<file path="src/logic/fpmb_params.svh">
// constants of the flash program memory banking link
`ifndef FPMB_PARAMS_SVH
`define FPMB_PARAMS_SVH
// ----------------------------------------
// program space map
// ----------------------------------------
`define FPMB_CTRL0_ADDR      16'h0401
`define FPMB_CTRL1_ADDR      16'h0402
`define FPMB_PROT_ADDR       17'h00400
`define FPMB_PROT_BIT        0
`define FPMB_WIN_BIT         15
`define FPMB_IAP_LOW_TOP     17'h003ff
`define FPMB_DBG_READ_BASE   17'h18000
// ----------------------------------------
// registers and reset values
// ----------------------------------------
`define FPMB_BANK_SFR        8'ha0
`define FPMB_BANK_RST        2'h1
`define FPMB_CTRL0_RST       8'h00
`define FPMB_CTRL1_RST       7'h00
`define FPMB_CTRL1_UNLOCK    7
`define FPMB_CKSEL_BIT       6
// ----------------------------------------
// debug port
// ----------------------------------------
`define FPMB_JTAG_FAST_CMD   8'h22
`define FPMB_JTAG_SLOW_CMD   8'h23
`define FPMB_CLK_HZ          100000000
`define FPMB_TCK_SLOW_BPS    400000
`define FPMB_TCK_SLOW_HALF   ((`FPMB_CLK_HZ + 2*`FPMB_TCK_SLOW_BPS - 1) / (2*`FPMB_TCK_SLOW_BPS))
`define FPMB_TCK_FAST_HALF   1
// ----------------------------------------
// host apb map
// ----------------------------------------
`define FPMB_APB_CMD         12'h000
`define FPMB_APB_STATUS      12'h004
`define FPMB_APB_PINS        12'h008
`define FPMB_APB_EVENT       12'h00c
`define FPMB_PINS_RST        32'h0000_0003
`endif

</file>
<file path="src/logic/fpmb_pkg.sv">
// types of the flash program memory banking link
package fpmb_pkg;
	typedef enum logic [1:0] {
		fpmb_op_read       = 2'b00,
		fpmb_op_write      = 2'b01,
		fpmb_op_page_erase = 2'b10,
		fpmb_op_mass_erase = 2'b11
	} fpmb_op_t;
	typedef enum logic [2:0] {
		fpmb_st_prot      = 3'b000,
		fpmb_st_prot_wait = 3'b001,
		fpmb_st_idle      = 3'b010,
		fpmb_st_flash     = 3'b011,
		fpmb_st_drop      = 3'b100
	} fpmb_dev_state_t;
endpackage

</file>
<file path="src/logic/fpmb_link_if.sv">
// link between the memory front end and the core or debug probe
`timescale 1ns/10ps
`default_nettype none
interface fpmb_link_if (
	input wire logic ref_clk,
	input wire logic rst_n
);
	logic                 req;
	logic                 space;
	fpmb_pkg::fpmb_op_t   op;
	logic [15:0]          addr;
	logic [7:0]           wdata;
	logic                 ack;
	logic                 err;
	logic [7:0]           rdata;
	logic                 debug_mode_pin_n;
	logic                 external_reset_pin_n;
	logic [1:0]           sleep_req;
	logic [1:0]           sleep_state;
	logic                 por_evt;
	logic                 bor_evt;
	logic                 wdt_evt;
	logic                 wake_evt;
	logic                 power_restore;
	logic                 core_reset;
	logic                 jtag_cmd_valid;
	logic [7:0]           jtag_cmd;
	logic                 jtag_en;
	logic                 tck_fast;
	logic [3:0]           p0_in;
	logic [3:0]           p0_out;
	logic [3:0]           p0_oe;
	modport dev (
		input  ref_clk, rst_n, req, space, op, addr, wdata,
		input  debug_mode_pin_n, external_reset_pin_n, sleep_req,
		input  por_evt, bor_evt, wdt_evt, wake_evt,
		input  jtag_cmd_valid, jtag_cmd, p0_in,
		output ack, err, rdata, sleep_state, power_restore,
		output core_reset, jtag_en, tck_fast, p0_out, p0_oe
	);
	modport host (
		input  ref_clk, rst_n, ack, err, rdata, sleep_state,
		input  power_restore, core_reset, jtag_en, tck_fast,
		input  p0_out, p0_oe,
		output req, space, op, addr, wdata,
		output debug_mode_pin_n, external_reset_pin_n, sleep_req,
		output por_evt, bor_evt, wdt_evt, wake_evt,
		output jtag_cmd_valid, jtag_cmd, p0_in
	);
endinterface
`default_nettype wire

</file>
<file path="src/logic/fpmb_device.sv">
// program memory front end: banking, flash control, access gating, debug
//
// Behaviour
// flash and registers seen in 64 KB space
// flash control registers at 0x0401, 0x0402
// software keeps user code out of 0400h-05FFh
// second register writes need top bit one
// software sets clock range before erase/program
// software keeps low six bits at zero
// common area maps straight, any bank
// selected bank fills window 8000h-FFFFh
// bank field selects bank, resets to one
// 512-byte pages, read, program, erase, mass erase
// low mode pin gives debug, port0 as JTAG
// debug blocks sleep and masks resets; the code masks POR, BOR and watchdog only, the external reset pin still resets
// debug entry while asleep restores power
// test clock slow at entry, commands switch
// protection bit taken from flash 0x0400
// unprotected debug: only upper reads, mass erase
// protected debug: everything allowed
// normal mode: low area read-only, no mass erase
// protection latched only at hard reset
// resets and wakeups restore control registers
// bank change only affects later accesses
//
// Local design decision: the APB register port.
`timescale 1ns/10ps
`default_nettype none
`include "fpmb_params.svh"
module fpmb_device (
	fpmb_link_if.dev         lnk,
	output logic             fl_req,
	output fpmb_pkg::fpmb_op_t fl_op,
	output logic [16:0]      fl_addr,
	output logic [7:0]       fl_wdata,
	input  wire logic [7:0]  fl_rdata,
	input  wire logic        fl_done,
	output logic [7:0]       fl_ctrl0,
	output logic             fl_clk_range,
	input  wire logic [3:0]  gpio_out,
	input  wire logic [3:0]  gpio_oe,
	output logic [3:0]       gpio_in,
	output logic             jtag_tck,
	output logic             jtag_tms,
	output logic             jtag_tdi,
	input  wire logic        jtag_tdo,
	output logic             debug_mode
);
	// ----------------------------------------
	// decode functions
	// ----------------------------------------
	function automatic logic [16:0] map_addr(input logic [15:0] a,
		input logic [1:0] bank);
		map_addr = a[`FPMB_WIN_BIT] ? {bank, a[14:0]} : {2'b00, a[14:0]};
	endfunction

	function automatic logic allowed(input fpmb_pkg::fpmb_op_t op,
		input logic [16:0] fa, input logic dbg, input logic prot);
		if (dbg) begin
			if (prot)
				allowed = 1'b1;
			else if (op == fpmb_pkg::fpmb_op_mass_erase)
				allowed = 1'b1;
			else
				allowed = (op == fpmb_pkg::fpmb_op_read) &&
					(fa >= `FPMB_DBG_READ_BASE);
		end else begin
			if (op == fpmb_pkg::fpmb_op_mass_erase)
				allowed = 1'b0;
			else if (fa <= `FPMB_IAP_LOW_TOP)
				allowed = (op == fpmb_pkg::fpmb_op_read);
			else
				allowed = 1'b1;
		end
	endfunction

	// ----------------------------------------
	// pin synchronisers
	// ----------------------------------------
	logic [5:0] sync1_q;
	logic [5:0] sync2_q;
	always_ff @(posedge lnk.ref_clk) begin
		if (!lnk.rst_n) begin
			sync1_q <= 6'h30;
			sync2_q <= 6'h30;
		end else begin
			sync1_q <= {lnk.external_reset_pin_n, lnk.debug_mode_pin_n,
				lnk.p0_in};
			sync2_q <= sync1_q;
		end
	end
	logic       pin_rst;
	logic       pin_dbg;
	logic [3:0] pin_p0;
	assign pin_rst = !sync2_q[5];
	assign pin_dbg = !sync2_q[4];
	assign pin_p0  = sync2_q[3:0];

	// ----------------------------------------
	// main state
	// ----------------------------------------
	fpmb_pkg::fpmb_dev_state_t state_q, state_d;
	fpmb_pkg::fpmb_op_t op_q, op_d;
	logic [1:0]  bank_q, bank_d;
	logic [7:0]  ctrl0_q, ctrl0_d;
	logic [6:0]  ctrl1_q, ctrl1_d;
	logic        prot_q, prot_d;
	logic        dbg_q, dbg_d;
	logic        fast_q, fast_d;
	logic [1:0]  sleep_q, sleep_d;
	logic        restore_q, restore_d;
	logic        core_rst_q, core_rst_d;
	logic        ack_q, ack_d;
	logic        err_q, err_d;
	logic [7:0]  rdata_q, rdata_d;
	logic        freq_q, freq_d;
	logic [16:0] faddr_q, faddr_d;
	logic [7:0]  fwdata_q, fwdata_d;
	logic [3:0]  p0_out_q, p0_out_d;
	logic [3:0]  p0_oe_q, p0_oe_d;
	logic [3:0]  gin_q, gin_d;
	logic [2:0]  jtag_q, jtag_d;
	logic [16:0] req_fa;
	logic        lvl1;
	logic        lvl2;
	logic        is_wr;

	always_comb begin
		state_d    = state_q;
		op_d       = op_q;
		bank_d     = bank_q;
		ctrl0_d    = ctrl0_q;
		ctrl1_d    = ctrl1_q;
		prot_d     = prot_q;
		fast_d     = fast_q;
		sleep_d    = sleep_q;
		restore_d  = 1'b0;
		core_rst_d = 1'b0;
		ack_d      = 1'b0;
		err_d      = err_q;
		rdata_d    = rdata_q;
		freq_d     = 1'b0;
		faddr_d    = faddr_q;
		fwdata_d   = fwdata_q;
		dbg_d      = pin_dbg;
		req_fa     = map_addr(lnk.addr, bank_q);
		is_wr      = (lnk.op == fpmb_pkg::fpmb_op_write);
		// port0 becomes the JTAG group in debug, tdo is the one output
		p0_oe_d    = pin_dbg ? 4'h8 : gpio_oe;
		p0_out_d   = pin_dbg ? {jtag_tdo, 3'h0} : gpio_out;
		gin_d      = pin_p0;
		jtag_d     = pin_dbg ? pin_p0[2:0] : 3'h0;
		if (pin_dbg && !dbg_q) begin
			fast_d = 1'b0;
			if (sleep_q != 2'h0)
				restore_d = 1'b1;
		end
		if (pin_dbg && lnk.jtag_cmd_valid) begin
			if (lnk.jtag_cmd == `FPMB_JTAG_FAST_CMD)
				fast_d = 1'b1;
			else if (lnk.jtag_cmd == `FPMB_JTAG_SLOW_CMD)
				fast_d = 1'b0;
		end
		if (!pin_dbg && sleep_q == 2'h0 && lnk.sleep_req != 2'h0)
			sleep_d = lnk.sleep_req[0] ? 2'h1 : 2'h2;
		case (state_q)
			fpmb_pkg::fpmb_st_prot: begin
				freq_d  = 1'b1;
				op_d    = fpmb_pkg::fpmb_op_read;
				faddr_d = `FPMB_PROT_ADDR;
				state_d = fpmb_pkg::fpmb_st_prot_wait;
			end
			fpmb_pkg::fpmb_st_prot_wait: begin
				if (fl_done) begin
					prot_d  = fl_rdata[`FPMB_PROT_BIT];
					state_d = fpmb_pkg::fpmb_st_idle;
				end
			end
			fpmb_pkg::fpmb_st_idle: begin
				if (lnk.req) begin
					ack_d   = 1'b1;
					err_d   = 1'b0;
					state_d = fpmb_pkg::fpmb_st_drop;
					if (lnk.space) begin
						if (lnk.addr[7:0] != `FPMB_BANK_SFR || lnk.op[1])
							err_d = 1'b1;
						else if (is_wr) begin
							// a zero bank code is reserved and leaves the window alone
							if (lnk.wdata[1:0] != 2'h0)
								bank_d = lnk.wdata[1:0];
						end else
							rdata_d = {6'h00, bank_q};
					end else if (!lnk.op[1] &&
						lnk.addr == `FPMB_CTRL0_ADDR) begin
						if (is_wr)
							ctrl0_d = lnk.wdata;
						else
							rdata_d = ctrl0_q;
					end else if (!lnk.op[1] &&
						lnk.addr == `FPMB_CTRL1_ADDR) begin
						if (is_wr) begin
							if (lnk.wdata[`FPMB_CTRL1_UNLOCK])
								ctrl1_d = lnk.wdata[6:0];
						end else
							rdata_d = {1'b0, ctrl1_q};
					end else if (allowed(lnk.op, req_fa, dbg_q, prot_q)) begin
						ack_d    = 1'b0;
						freq_d   = 1'b1;
						op_d     = lnk.op;
						faddr_d  = req_fa;
						fwdata_d = lnk.wdata;
						state_d  = fpmb_pkg::fpmb_st_flash;
					end else
						err_d = 1'b1;
				end
			end
			fpmb_pkg::fpmb_st_flash: begin
				if (fl_done) begin
					ack_d   = 1'b1;
					rdata_d = fl_rdata;
					state_d = fpmb_pkg::fpmb_st_drop;
				end
			end
			fpmb_pkg::fpmb_st_drop: begin
				// hold until the requester drops req so one order runs once
				if (!lnk.req)
					state_d = fpmb_pkg::fpmb_st_idle;
			end
			default: state_d = fpmb_pkg::fpmb_st_prot;
		endcase
		lvl2 = lnk.wake_evt || restore_d;
		lvl1 = pin_rst ||
			(!dbg_q && (lnk.por_evt || lnk.bor_evt || lnk.wdt_evt));
		if (lvl1 || lvl2) begin
			ctrl0_d    = `FPMB_CTRL0_RST;
			ctrl1_d    = `FPMB_CTRL1_RST;
			sleep_d    = 2'h0;
			core_rst_d = 1'b1;
		end
		if (lvl1) begin
			bank_d  = `FPMB_BANK_RST;
			fast_d  = 1'b0;
			ack_d   = 1'b0;
			freq_d  = 1'b0;
			state_d = fpmb_pkg::fpmb_st_prot;
		end
	end

	always_ff @(posedge lnk.ref_clk) begin
		if (!lnk.rst_n) begin
			state_q    <= fpmb_pkg::fpmb_st_prot;
			op_q       <= fpmb_pkg::fpmb_op_read;
			bank_q     <= `FPMB_BANK_RST;
			ctrl0_q    <= `FPMB_CTRL0_RST;
			ctrl1_q    <= `FPMB_CTRL1_RST;
			prot_q     <= 1'b0;
			dbg_q      <= 1'b0;
			fast_q     <= 1'b0;
			sleep_q    <= 2'h0;
			restore_q  <= 1'b0;
			core_rst_q <= 1'b1;
			ack_q      <= 1'b0;
			err_q      <= 1'b0;
			rdata_q    <= 8'h00;
			freq_q     <= 1'b0;
			faddr_q    <= 17'h00000;
			fwdata_q   <= 8'h00;
			p0_out_q   <= 4'h0;
			p0_oe_q    <= 4'h0;
			gin_q      <= 4'h0;
			jtag_q     <= 3'h0;
		end else begin
			state_q    <= state_d;
			op_q       <= op_d;
			bank_q     <= bank_d;
			ctrl0_q    <= ctrl0_d;
			ctrl1_q    <= ctrl1_d;
			prot_q     <= prot_d;
			dbg_q      <= dbg_d;
			fast_q     <= fast_d;
			sleep_q    <= sleep_d;
			restore_q  <= restore_d;
			core_rst_q <= core_rst_d;
			ack_q      <= ack_d;
			err_q      <= err_d;
			rdata_q    <= rdata_d;
			freq_q     <= freq_d;
			faddr_q    <= faddr_d;
			fwdata_q   <= fwdata_d;
			p0_out_q   <= p0_out_d;
			p0_oe_q    <= p0_oe_d;
			gin_q      <= gin_d;
			jtag_q     <= jtag_d;
		end
	end

	// ----------------------------------------
	// outputs
	// ----------------------------------------
	assign lnk.ack           = ack_q;
	assign lnk.err           = err_q;
	assign lnk.rdata         = rdata_q;
	assign lnk.sleep_state   = sleep_q;
	assign lnk.power_restore = restore_q;
	assign lnk.core_reset    = core_rst_q;
	assign lnk.jtag_en       = dbg_q;
	assign lnk.tck_fast      = fast_q;
	assign lnk.p0_out        = p0_out_q;
	assign lnk.p0_oe         = p0_oe_q;
	assign fl_req            = freq_q;
	assign fl_op             = op_q;
	assign fl_addr           = faddr_q;
	assign fl_wdata          = fwdata_q;
	assign fl_ctrl0          = ctrl0_q;
	assign fl_clk_range      = ctrl1_q[`FPMB_CKSEL_BIT];
	assign gpio_in           = gin_q;
	assign jtag_tck          = jtag_q[0];
	assign jtag_tms          = jtag_q[1];
	assign jtag_tdi          = jtag_q[2];
	assign debug_mode        = dbg_q;
endmodule
`default_nettype wire

</file>
<file path="src/flat_wrapper.sv">
// flat-port wrapper written by rule: the top's interface ports become plain ports
module fpmb_device_flat 
  (fl_req, fl_op, fl_addr, fl_wdata, fl_rdata, fl_done, fl_ctrl0, fl_clk_range, gpio_out, gpio_oe, gpio_in, jtag_tck, jtag_tms, jtag_tdi, jtag_tdo, debug_mode, ref_clk, rst_n, lnk_req, lnk_space, lnk_op, lnk_addr, lnk_wdata, lnk_debug_mode_pin_n, lnk_external_reset_pin_n, lnk_sleep_req, lnk_por_evt, lnk_bor_evt, lnk_wdt_evt, lnk_wake_evt, lnk_jtag_cmd_valid, lnk_jtag_cmd, lnk_p0_in, lnk_ack, lnk_err, lnk_rdata, lnk_sleep_state, lnk_power_restore, lnk_core_reset, lnk_jtag_en, lnk_tck_fast, lnk_p0_out, lnk_p0_oe);
  fpmb_link_if lnk_i (.ref_clk(ref_clk), .rst_n(rst_n));
  output logic fl_req;
  output fpmb_pkg::fpmb_op_t fl_op;
  output logic [16:0] fl_addr;
  output logic [7:0] fl_wdata;
  input  wire logic [7:0] fl_rdata;
  input  wire logic fl_done;
  output logic [7:0] fl_ctrl0;
  output logic fl_clk_range;
  input  wire logic [3:0] gpio_out;
  input  wire logic [3:0] gpio_oe;
  output logic [3:0] gpio_in;
  output logic jtag_tck;
  output logic jtag_tms;
  output logic jtag_tdi;
  input  wire logic jtag_tdo;
  output logic debug_mode;
  input wire logic ref_clk;
  input wire logic rst_n;
  input wire logic [$bits(lnk_i.req)-1:0] lnk_req;
  input wire logic [$bits(lnk_i.space)-1:0] lnk_space;
  input wire logic [$bits(lnk_i.op)-1:0] lnk_op;
  input wire logic [$bits(lnk_i.addr)-1:0] lnk_addr;
  input wire logic [$bits(lnk_i.wdata)-1:0] lnk_wdata;
  input wire logic [$bits(lnk_i.debug_mode_pin_n)-1:0] lnk_debug_mode_pin_n;
  input wire logic [$bits(lnk_i.external_reset_pin_n)-1:0] lnk_external_reset_pin_n;
  input wire logic [$bits(lnk_i.sleep_req)-1:0] lnk_sleep_req;
  input wire logic [$bits(lnk_i.por_evt)-1:0] lnk_por_evt;
  input wire logic [$bits(lnk_i.bor_evt)-1:0] lnk_bor_evt;
  input wire logic [$bits(lnk_i.wdt_evt)-1:0] lnk_wdt_evt;
  input wire logic [$bits(lnk_i.wake_evt)-1:0] lnk_wake_evt;
  input wire logic [$bits(lnk_i.jtag_cmd_valid)-1:0] lnk_jtag_cmd_valid;
  input wire logic [$bits(lnk_i.jtag_cmd)-1:0] lnk_jtag_cmd;
  input wire logic [$bits(lnk_i.p0_in)-1:0] lnk_p0_in;
  output wire logic [$bits(lnk_i.ack)-1:0] lnk_ack;
  output wire logic [$bits(lnk_i.err)-1:0] lnk_err;
  output wire logic [$bits(lnk_i.rdata)-1:0] lnk_rdata;
  output wire logic [$bits(lnk_i.sleep_state)-1:0] lnk_sleep_state;
  output wire logic [$bits(lnk_i.power_restore)-1:0] lnk_power_restore;
  output wire logic [$bits(lnk_i.core_reset)-1:0] lnk_core_reset;
  output wire logic [$bits(lnk_i.jtag_en)-1:0] lnk_jtag_en;
  output wire logic [$bits(lnk_i.tck_fast)-1:0] lnk_tck_fast;
  output wire logic [$bits(lnk_i.p0_out)-1:0] lnk_p0_out;
  output wire logic [$bits(lnk_i.p0_oe)-1:0] lnk_p0_oe;
  assign lnk_i.req = lnk_req;
  assign lnk_i.space = lnk_space;
  assign lnk_i.op = lnk_op;
  assign lnk_i.addr = lnk_addr;
  assign lnk_i.wdata = lnk_wdata;
  assign lnk_i.debug_mode_pin_n = lnk_debug_mode_pin_n;
  assign lnk_i.external_reset_pin_n = lnk_external_reset_pin_n;
  assign lnk_i.sleep_req = lnk_sleep_req;
  assign lnk_i.por_evt = lnk_por_evt;
  assign lnk_i.bor_evt = lnk_bor_evt;
  assign lnk_i.wdt_evt = lnk_wdt_evt;
  assign lnk_i.wake_evt = lnk_wake_evt;
  assign lnk_i.jtag_cmd_valid = lnk_jtag_cmd_valid;
  assign lnk_i.jtag_cmd = lnk_jtag_cmd;
  assign lnk_i.p0_in = lnk_p0_in;
  assign lnk_ack = lnk_i.ack;
  assign lnk_err = lnk_i.err;
  assign lnk_rdata = lnk_i.rdata;
  assign lnk_sleep_state = lnk_i.sleep_state;
  assign lnk_power_restore = lnk_i.power_restore;
  assign lnk_core_reset = lnk_i.core_reset;
  assign lnk_jtag_en = lnk_i.jtag_en;
  assign lnk_tck_fast = lnk_i.tck_fast;
  assign lnk_p0_out = lnk_i.p0_out;
  assign lnk_p0_oe = lnk_i.p0_oe;
  fpmb_device u_core (.lnk(lnk_i), .fl_req(fl_req), .fl_op(fl_op), .fl_addr(fl_addr), .fl_wdata(fl_wdata), .fl_rdata(fl_rdata), .fl_done(fl_done), .fl_ctrl0(fl_ctrl0), .fl_clk_range(fl_clk_range), .gpio_out(gpio_out), .gpio_oe(gpio_oe), .gpio_in(gpio_in), .jtag_tck(jtag_tck), .jtag_tms(jtag_tms), .jtag_tdi(jtag_tdi), .jtag_tdo(jtag_tdo), .debug_mode(debug_mode));
endmodule
</file>
<file path="config.mk">
export PLATFORM = sky130hd
export DESIGN_NAME = fpmb_device_flat
export DESIGN_NICKNAME = d
export VERILOG_FILES = /design/src/logic/fpmb_pkg.sv /design/src/logic/fpmb_link_if.sv /design/src/logic/fpmb_device.sv /design/src/flat_wrapper.sv
export VERILOG_INCLUDE_DIRS = /design/src /design/src/logic
export SDC_FILE = /design/constraint.sdc
export NUM_CORES = 1
export LEC_CHECK = 0
export ABC_AREA = 0
export ABC_CLOCK_PERIOD_IN_PS = 2300
export BUFFER_PORTS_ARGS = -buffer_cell sky130_fd_sc_hd__buf_2
export CORE_ASPECT_RATIO = 1.75
export CORE_MARGIN = 2
export CORE_UTILIZATION = 45
export DETAILED_ROUTE_END_ITERATION = 10
export MAX_ROUTING_LAYER = met4
export PLACE_DENSITY = 0.73
export SYNTH_ARGS = -nofsm -noshare
export SYNTH_HDL_FRONTEND = slang
export SYNTH_SLANG_ARGS = --single-unit
</file>
<file path="constraint.sdc">
create_clock -name ref_clk -period 2.3 [get_ports ref_clk]
set_clock_uncertainty 0.05 [all_clocks]
set_input_delay 0 -clock ref_clk [delete_from_list [all_inputs] [get_ports ref_clk]]
set_output_delay 0 -clock ref_clk [all_outputs]
set_load 0.01 [all_outputs]
</file>
=== Word level (Yosys, flattened, before mapping) ===
Index checks and enable logic that the tools add are counted.

* $lt $le $gt $ge: 2
* Equality and inequality tests: 22
* Mux-type cells: 69
* Bitwise operators: 5
* Reduce and logical (&&, ||, !) cells: 39

{| class="wikitable"
|+ Operators with widths
! kind !! count
|-
| two-way mux 17 bit || 6
|-
| two-way mux 8 bit || 9
|-
| one-hot mux 17 bit (2 select lines) || 1
|-
| equality test 16 x 11 -> 1 bit (second input constant) || 2
|-
| two-way mux 1 bit || 32
|-
| two-way mux 3 bit || 8
|-
| AND reduction 6 bit || 4
|-
| greater-or-equal comparator 17 bit (second input constant) || 1
|-
| <= comparator 17 x 10 -> 1 bit (second input constant) || 1
|-
| equality test 8 x 6 -> 1 bit (second input constant) || 2
|-
| != test 2 bit (second input constant) || 8
|-
| one-hot mux 8 bit (2 select lines) || 1
|-
| one-hot mux 3 bit (5 select lines) || 1
|-
| two-way mux 2 bit || 6
|-
| nonzero test 2 bit || 5
|-
| logical AND 1 bit || 8
|-
| two-way mux 4 bit || 2
|-
| != test 8 bit (second input constant) || 1
|-
| AND reduction 7 bit || 1
|-
| equality test 3 x 2 -> 1 bit (second input constant) || 2
|-
| logical OR 1 bit || 6
|-
| AND reduction 2 bit || 3
|-
| OR reduction 2 bit || 3
|-
| inverter 1 bit || 5
|-
| other kinds (14) || 19
|}

* Register bits: 92
* Bits of input ports: 69

=== Logic depth before layout (Yosys ltp) ===
* Depth after elaboration: 17
* Gate-level depth with buffers: 8
* Gate-level depth less buffers: 5

=== Least setup slack after synthesis ===
OpenSTA, ideal clock, no wires.

* Path type: reg-to-reg
* From: register u_core.state_q[2]
* To: register u_core.ctrl0_q[5] (netlist: u_core.fl_ctrl0[5])
* Setup time: 0.125 ns
* Arrival: 1.729 ns
* Data required time: 2.125 ns
* Path slack: 0.396 ns
* Cell stages (with the launch flop): 7
* Path buffers: 1
* Clock period less this slack: 1.904 ns
* Path through: dfxtp_1 -> buf_6 -> nand4bb_4 -> or3_4 -> nor3_4 -> mux2i_1 -> nor2_2

* Word-level cells in the longest chain between the ends: 2

{| class="wikitable"
|+ RTL lines
! element !! line !! source
|-
| from (decl) || fpmb_device.sv:102 || <nowiki>fpmb_pkg::fpmb_dev_state_t state_q, state_d;</nowiki>
|-
| from (signal assigned) || fpmb_device.sv:251 || <nowiki>state_q <= fpmb_pkg::fpmb_st_prot;</nowiki>
|-
| from (signal assigned) || fpmb_device.sv:273 || <nowiki>state_q <= state_d;</nowiki>
|-
| equality test 3 x 2 -> 1 bit || fpmb_device.sv:166 || <nowiki>case (state_q)</nowiki>
|-
| AND reduction 5 bit (no source line) || -- ||
|-
| to (signal assigned) || fpmb_device.sv:254 || <nowiki>ctrl0_q <= `FPMB_CTRL0_RST;</nowiki>
|-
| to (signal assigned) || fpmb_device.sv:276 || <nowiki>ctrl0_q <= ctrl0_d;</nowiki>
|-
| to (decl) || fpmb_device.sv:105 || <nowiki>logic [7:0] ctrl0_q, ctrl0_d;</nowiki>
|}

No other way between the ends.
A chain may end at the register's enable or synchronous reset.

=== Worst setup path after layout ===
* From: register u_core.state_q[2]
* To: register u_core.ctrl1_q[4]

* Word-level cells in the longest chain between the ends: 2

{| class="wikitable"
|+ RTL lines
! element !! line !! source
|-
| equality test 3 x 2 -> 1 bit || fpmb_device.sv:166 ||
|-
| AND reduction 7 bit (no source line) || -- ||
|-
| to (signal assigned) || fpmb_device.sv:255 || <nowiki>ctrl1_q <= `FPMB_CTRL1_RST;</nowiki>
|-
| to (signal assigned) || fpmb_device.sv:277 || <nowiki>ctrl1_q <= ctrl1_d;</nowiki>
|-
| to (decl) || fpmb_device.sv:106 || <nowiki>logic [6:0] ctrl1_q, ctrl1_d;</nowiki>
|}

No other way between the ends.

==> results.toml <==
[status]
status = "complete, no violations"

[global_route]
grt_pass1_wl_um = 17200
grt_util_met1_pct = 24.5
antenna_found_initial = 0
globalRouteOverflowTotal = 0
grt_pass1_vias = 3813
grt_util_met3_pct = 3.86
use_met2_pct = 43.0
grtUsageTotal_pct = 24.4
grt_max_degree = 34
top_usage_layer = "met2"

[synthesis]
synth_edf_count = 0
synthArstFlopShare_pct = 0
yosysMostFrequentCell = "dfxtp_1"
syn-cell-area_um2 = 3900
syn-num-nets = 480
ys_ff_latch = 92
yosysTopAreaCell = "dfxtp_1"
post-synth-top-area-fraction_pct = 47.3
seq_area_frac_synth_pct = 47.3
ys_top_cells_by_count = "92 x dfxtp_1, 63 x nand2_1, 43 x mux2i_1, 20 x nor2_1, 18 x a21oi_1"
synth.area.top_cells = "dfxtp_1 47%, mux2i_1 11%, nand2_1 6.1%, a21oi_1 2.3%, and2_1 2.1%"
avgSynthCellArea_um2 = 9.48
synthFlopType = "dfxtp_1"
synthCells = 411
yosysWarnings = 0
synthDistinctLibCells = 63

[critical_path]
crit_family = "simple AND/OR/NAND/NOR gates"
path_buf_inv = 0
cp_num_cells = 5
crit_path_start_kind = "flop"
r2r_end = "u_core.ctrl1_q[4]"
critPathRequiredTime_ns = 2.46
crit_type = "flop to flop"
reg2reg_depth = 5
endpoint_kind = "flop"
path_max_fanout = 9
critPathSlowestCell = "nand3b_1"
critPathMaxStageDelay_ns = 0.42
arrival_ns = 2.19
crit-reg2reg-launch = "u_core.state_q[2]"
reg2reg_setup_slack_ns = 0.26
path_cells = "nand4bb_4 -> or3_4 -> nand3b_1 -> mux2i_1 -> nor2_1"

[sta]
finalHoldViolations = 0
fmax_mhz = 491
rsz0062_at_grt = "false"
maxSlewViolCount = 0
tightest_slew_ns = 0.806
final-setup-viol-count = 0
fin_crit_sh_pct = 88.5
timing.setup.tns_ns = 0
setup_ws_ns = 0.265
fin_crit_ns = 2.04
slew_headroom_pct = 46.3

[die]
rows = 44
coreArea_um2 = 8370
io_pins = 138
dieArea_um2 = 9450
start_util_pct = 46.6
die_h_um = 127
die_w_um = 74.4

[clock_tree]
htree_num_levels = 3
root_buffer = "clkbuf_16"
hold_buffers = 51
cts_sinks = 92
cts_tree = "done"
cts_resized = 0
postCtsSetupRepairBufs = 0
cts_made_buffers = 9
clock_latency_ns = 0.34
cts_max_path_buffers = 2
clkTransAtPathRegs_ns = 0.07

[route]
avgRoutedWirePerCell_um = 14.9
ant_nets = 0
dr.pass1.iters = 4
routed_via_density = 5.17
drt_iter0_drc = 183
num_vias = 3700
routed_wl_um = 10700
drc = 0

[worst_hold_path]
min_from = "fl_rdata[2]"
hold_path.class = "primary input to flop"
hold_end = "u_core.lnk.rdata[2]"
whs_path_depth = 4

[power]
comb_power_share_pct = 8.9
seq_power_share_pct = 48.1
p_sw_mw = 0.767
ir_worst_vdd_uv = 434
leakage_nw = 2.45
p_int_mw = 2.61
powerDensity_nw_per_um2 = 616
clkPwrFrac_pct = 42.9
sw_frac_of_total_pct = 22.7

[place]
numPortBuffers = 137
dp_hpwl_um = 7650
gp_congestion = 0.849
dpl_worst_slack_ns = 0.278

[final_layout]
final_util_pct = 65.5
synthToLayoutAreaGrowth_pct = 40.6
finalNetCount = 665
drive_above_1_share_pct = 32.0

[job]
drv_cap = 0
## worst max-delay path by stage
stage,start,end,slack (ns)
floorplan,u_core.state_q[2],u_core.fl_ctrl0[5],0.40
global placement,u_core.state_q[2],u_core.ctrl1_q[0],0.36
detailed placement,u_core.state_q[2],u_core.ctrl1_q[3],0.28
CTS,lnk_addr[5],u_core.lnk.rdata[3],0.26
global route,lnk_addr[5],u_core.lnk.ack,0.08
finish,u_core.state_q[2],u_core.ctrl1_q[4],0.26
## state kept, by name, indices dropped and copies added, names as in the netlist, 2 cells and up
register and cells:
u_core.lnk.p0_oe 4, u_core.bank_q 2, u_core.gpio_in 4, u_core.fl_ctrl0 8, u_core.lnk.rdata 8, u_core.sync1_q 6
u_core.jtag_q 3, u_core.sync2_q 6, u_core.state_q 3, u_core.fl_addr 17, u_core.fl_wdata 8, u_core.lnk.p0_out 4
u_core.fl_op 2, u_core.lnk.sleep_state 2, u_core.ctrl1_q 7
## worst reg2reg max path: cells and delay by family, from the launching register on
family	cells	cell delay [ns]
flip-flops	1	0.39
AND/OR/NAND/NOR	4	1.16
multiplexers	1	0.29
## cells by family after synthesis
group | count (synthesis) | share of synthesized area (%)
buffers and inverters | 34 | 4.59
DFF | 92 | 47.3
AOI/OAI and AO/OA | 62 | 11.6
muxes | 43 | 11.0
xor gates and xnor gates | 3 | 0.674
and+or+nand+nor | 177 | 24.8
## power by group through the flow
stage	Sequential, mW	Combinational [mW]	Clock, mW
2_1_floorplan	1.67	0.103	0
6_report	1.62	0.301	1.45
3_5_place_dp	1.66	0.232	0
5_1_grt	1.63	0.330	1.53
3_3_place_gp	1.66	0.228	0
4_1_cts	1.62	0.300	1.48
## cell usage in the layout (no fill, tap or decap), types with 2 or more instances in the layout
| cell | netlist | routed |
|---|---|---|
| clkinv_2 | 0 | 2 |
| a21o_1 | 3 | 3 |
| buf_4 | 1 | 13 |
| inv_1 | 6 | 6 |
| clkbuf_16 | 0 | 9 |
| and2_1 | 13 | 13 |
| buf_2 | 5 | 137 |
| clkinvlp_4 | 0 | 2 |
| nor2_1 | 20 | 20 |
| xor2_1 | 2 | 2 |
| nor4_1 | 2 | 2 |
| a21oi_1 | 18 | 18 |
| mux2i_1 | 43 | 43 |
| nor3_1 | 8 | 8 |
| a31oi_1 | 2 | 2 |
| nor4b_1 | 3 | 3 |
| nand2_1 | 63 | 63 |
| nand2b_1 | 7 | 7 |
| nand4_1 | 3 | 3 |
| and4_1 | 2 | 2 |
| o311a_1 | 2 | 2 |
| o221a_1 | 5 | 5 |
| nor2_2 | 8 | 8 |
| and3_1 | 9 | 9 |
| nor2b_1 | 7 | 7 |
| nor3b_1 | 2 | 2 |
| dfxtp_1 | 92 | 92 |
| nand3_1 | 16 | 16 |
| a311oi_2 | 3 | 3 |
| o21ai_0 | 13 | 13 |
| dlygate4sd3_1 | 0 | 51 |
## layout make-up
| type | instances | area [µm²] |
|---|---|---|
| Fill cell | 705 | 2890 |
| Tap cell | 115 | 144 |
| Inverter | 7 | 26.3 |
| Clock inverter | 6 | 63.8 |
| Sequential cell | 92 | 1840 |
| Antenna cell | 1 | 2.50 |
| Clock buffer | 9 | 225 |
| Multi-Input combinational cell | 285 | 1880 |
| Timing Repair Buffer | 201 | 1290 |
## metal layers
layer,vias up,part of all wire (%)
met3,38,4.6
met1,1730,38
met5,-,0
met4,0,3.9
li1,1800,-
met2,132,54
## per-stage QoR
step | total power, mW | area [µm²] | cells | hold WS [ns]
after floorplan | 1.77 | 3900 | 411 | 0.0515
after global placement | 1.89 | 4680 | 649 | 0.144
after detailed placement | 1.89 | 4680 | 649 | 0.150
after CTS | 3.40 | 5480 | 715 | 0.00211
after global routing | 3.49 | 5480 | 715 | 0.0310
final | 3.38 | 5480 | 716 | 0.00792
No activity file was read; power rests on OpenSTA's default activity.
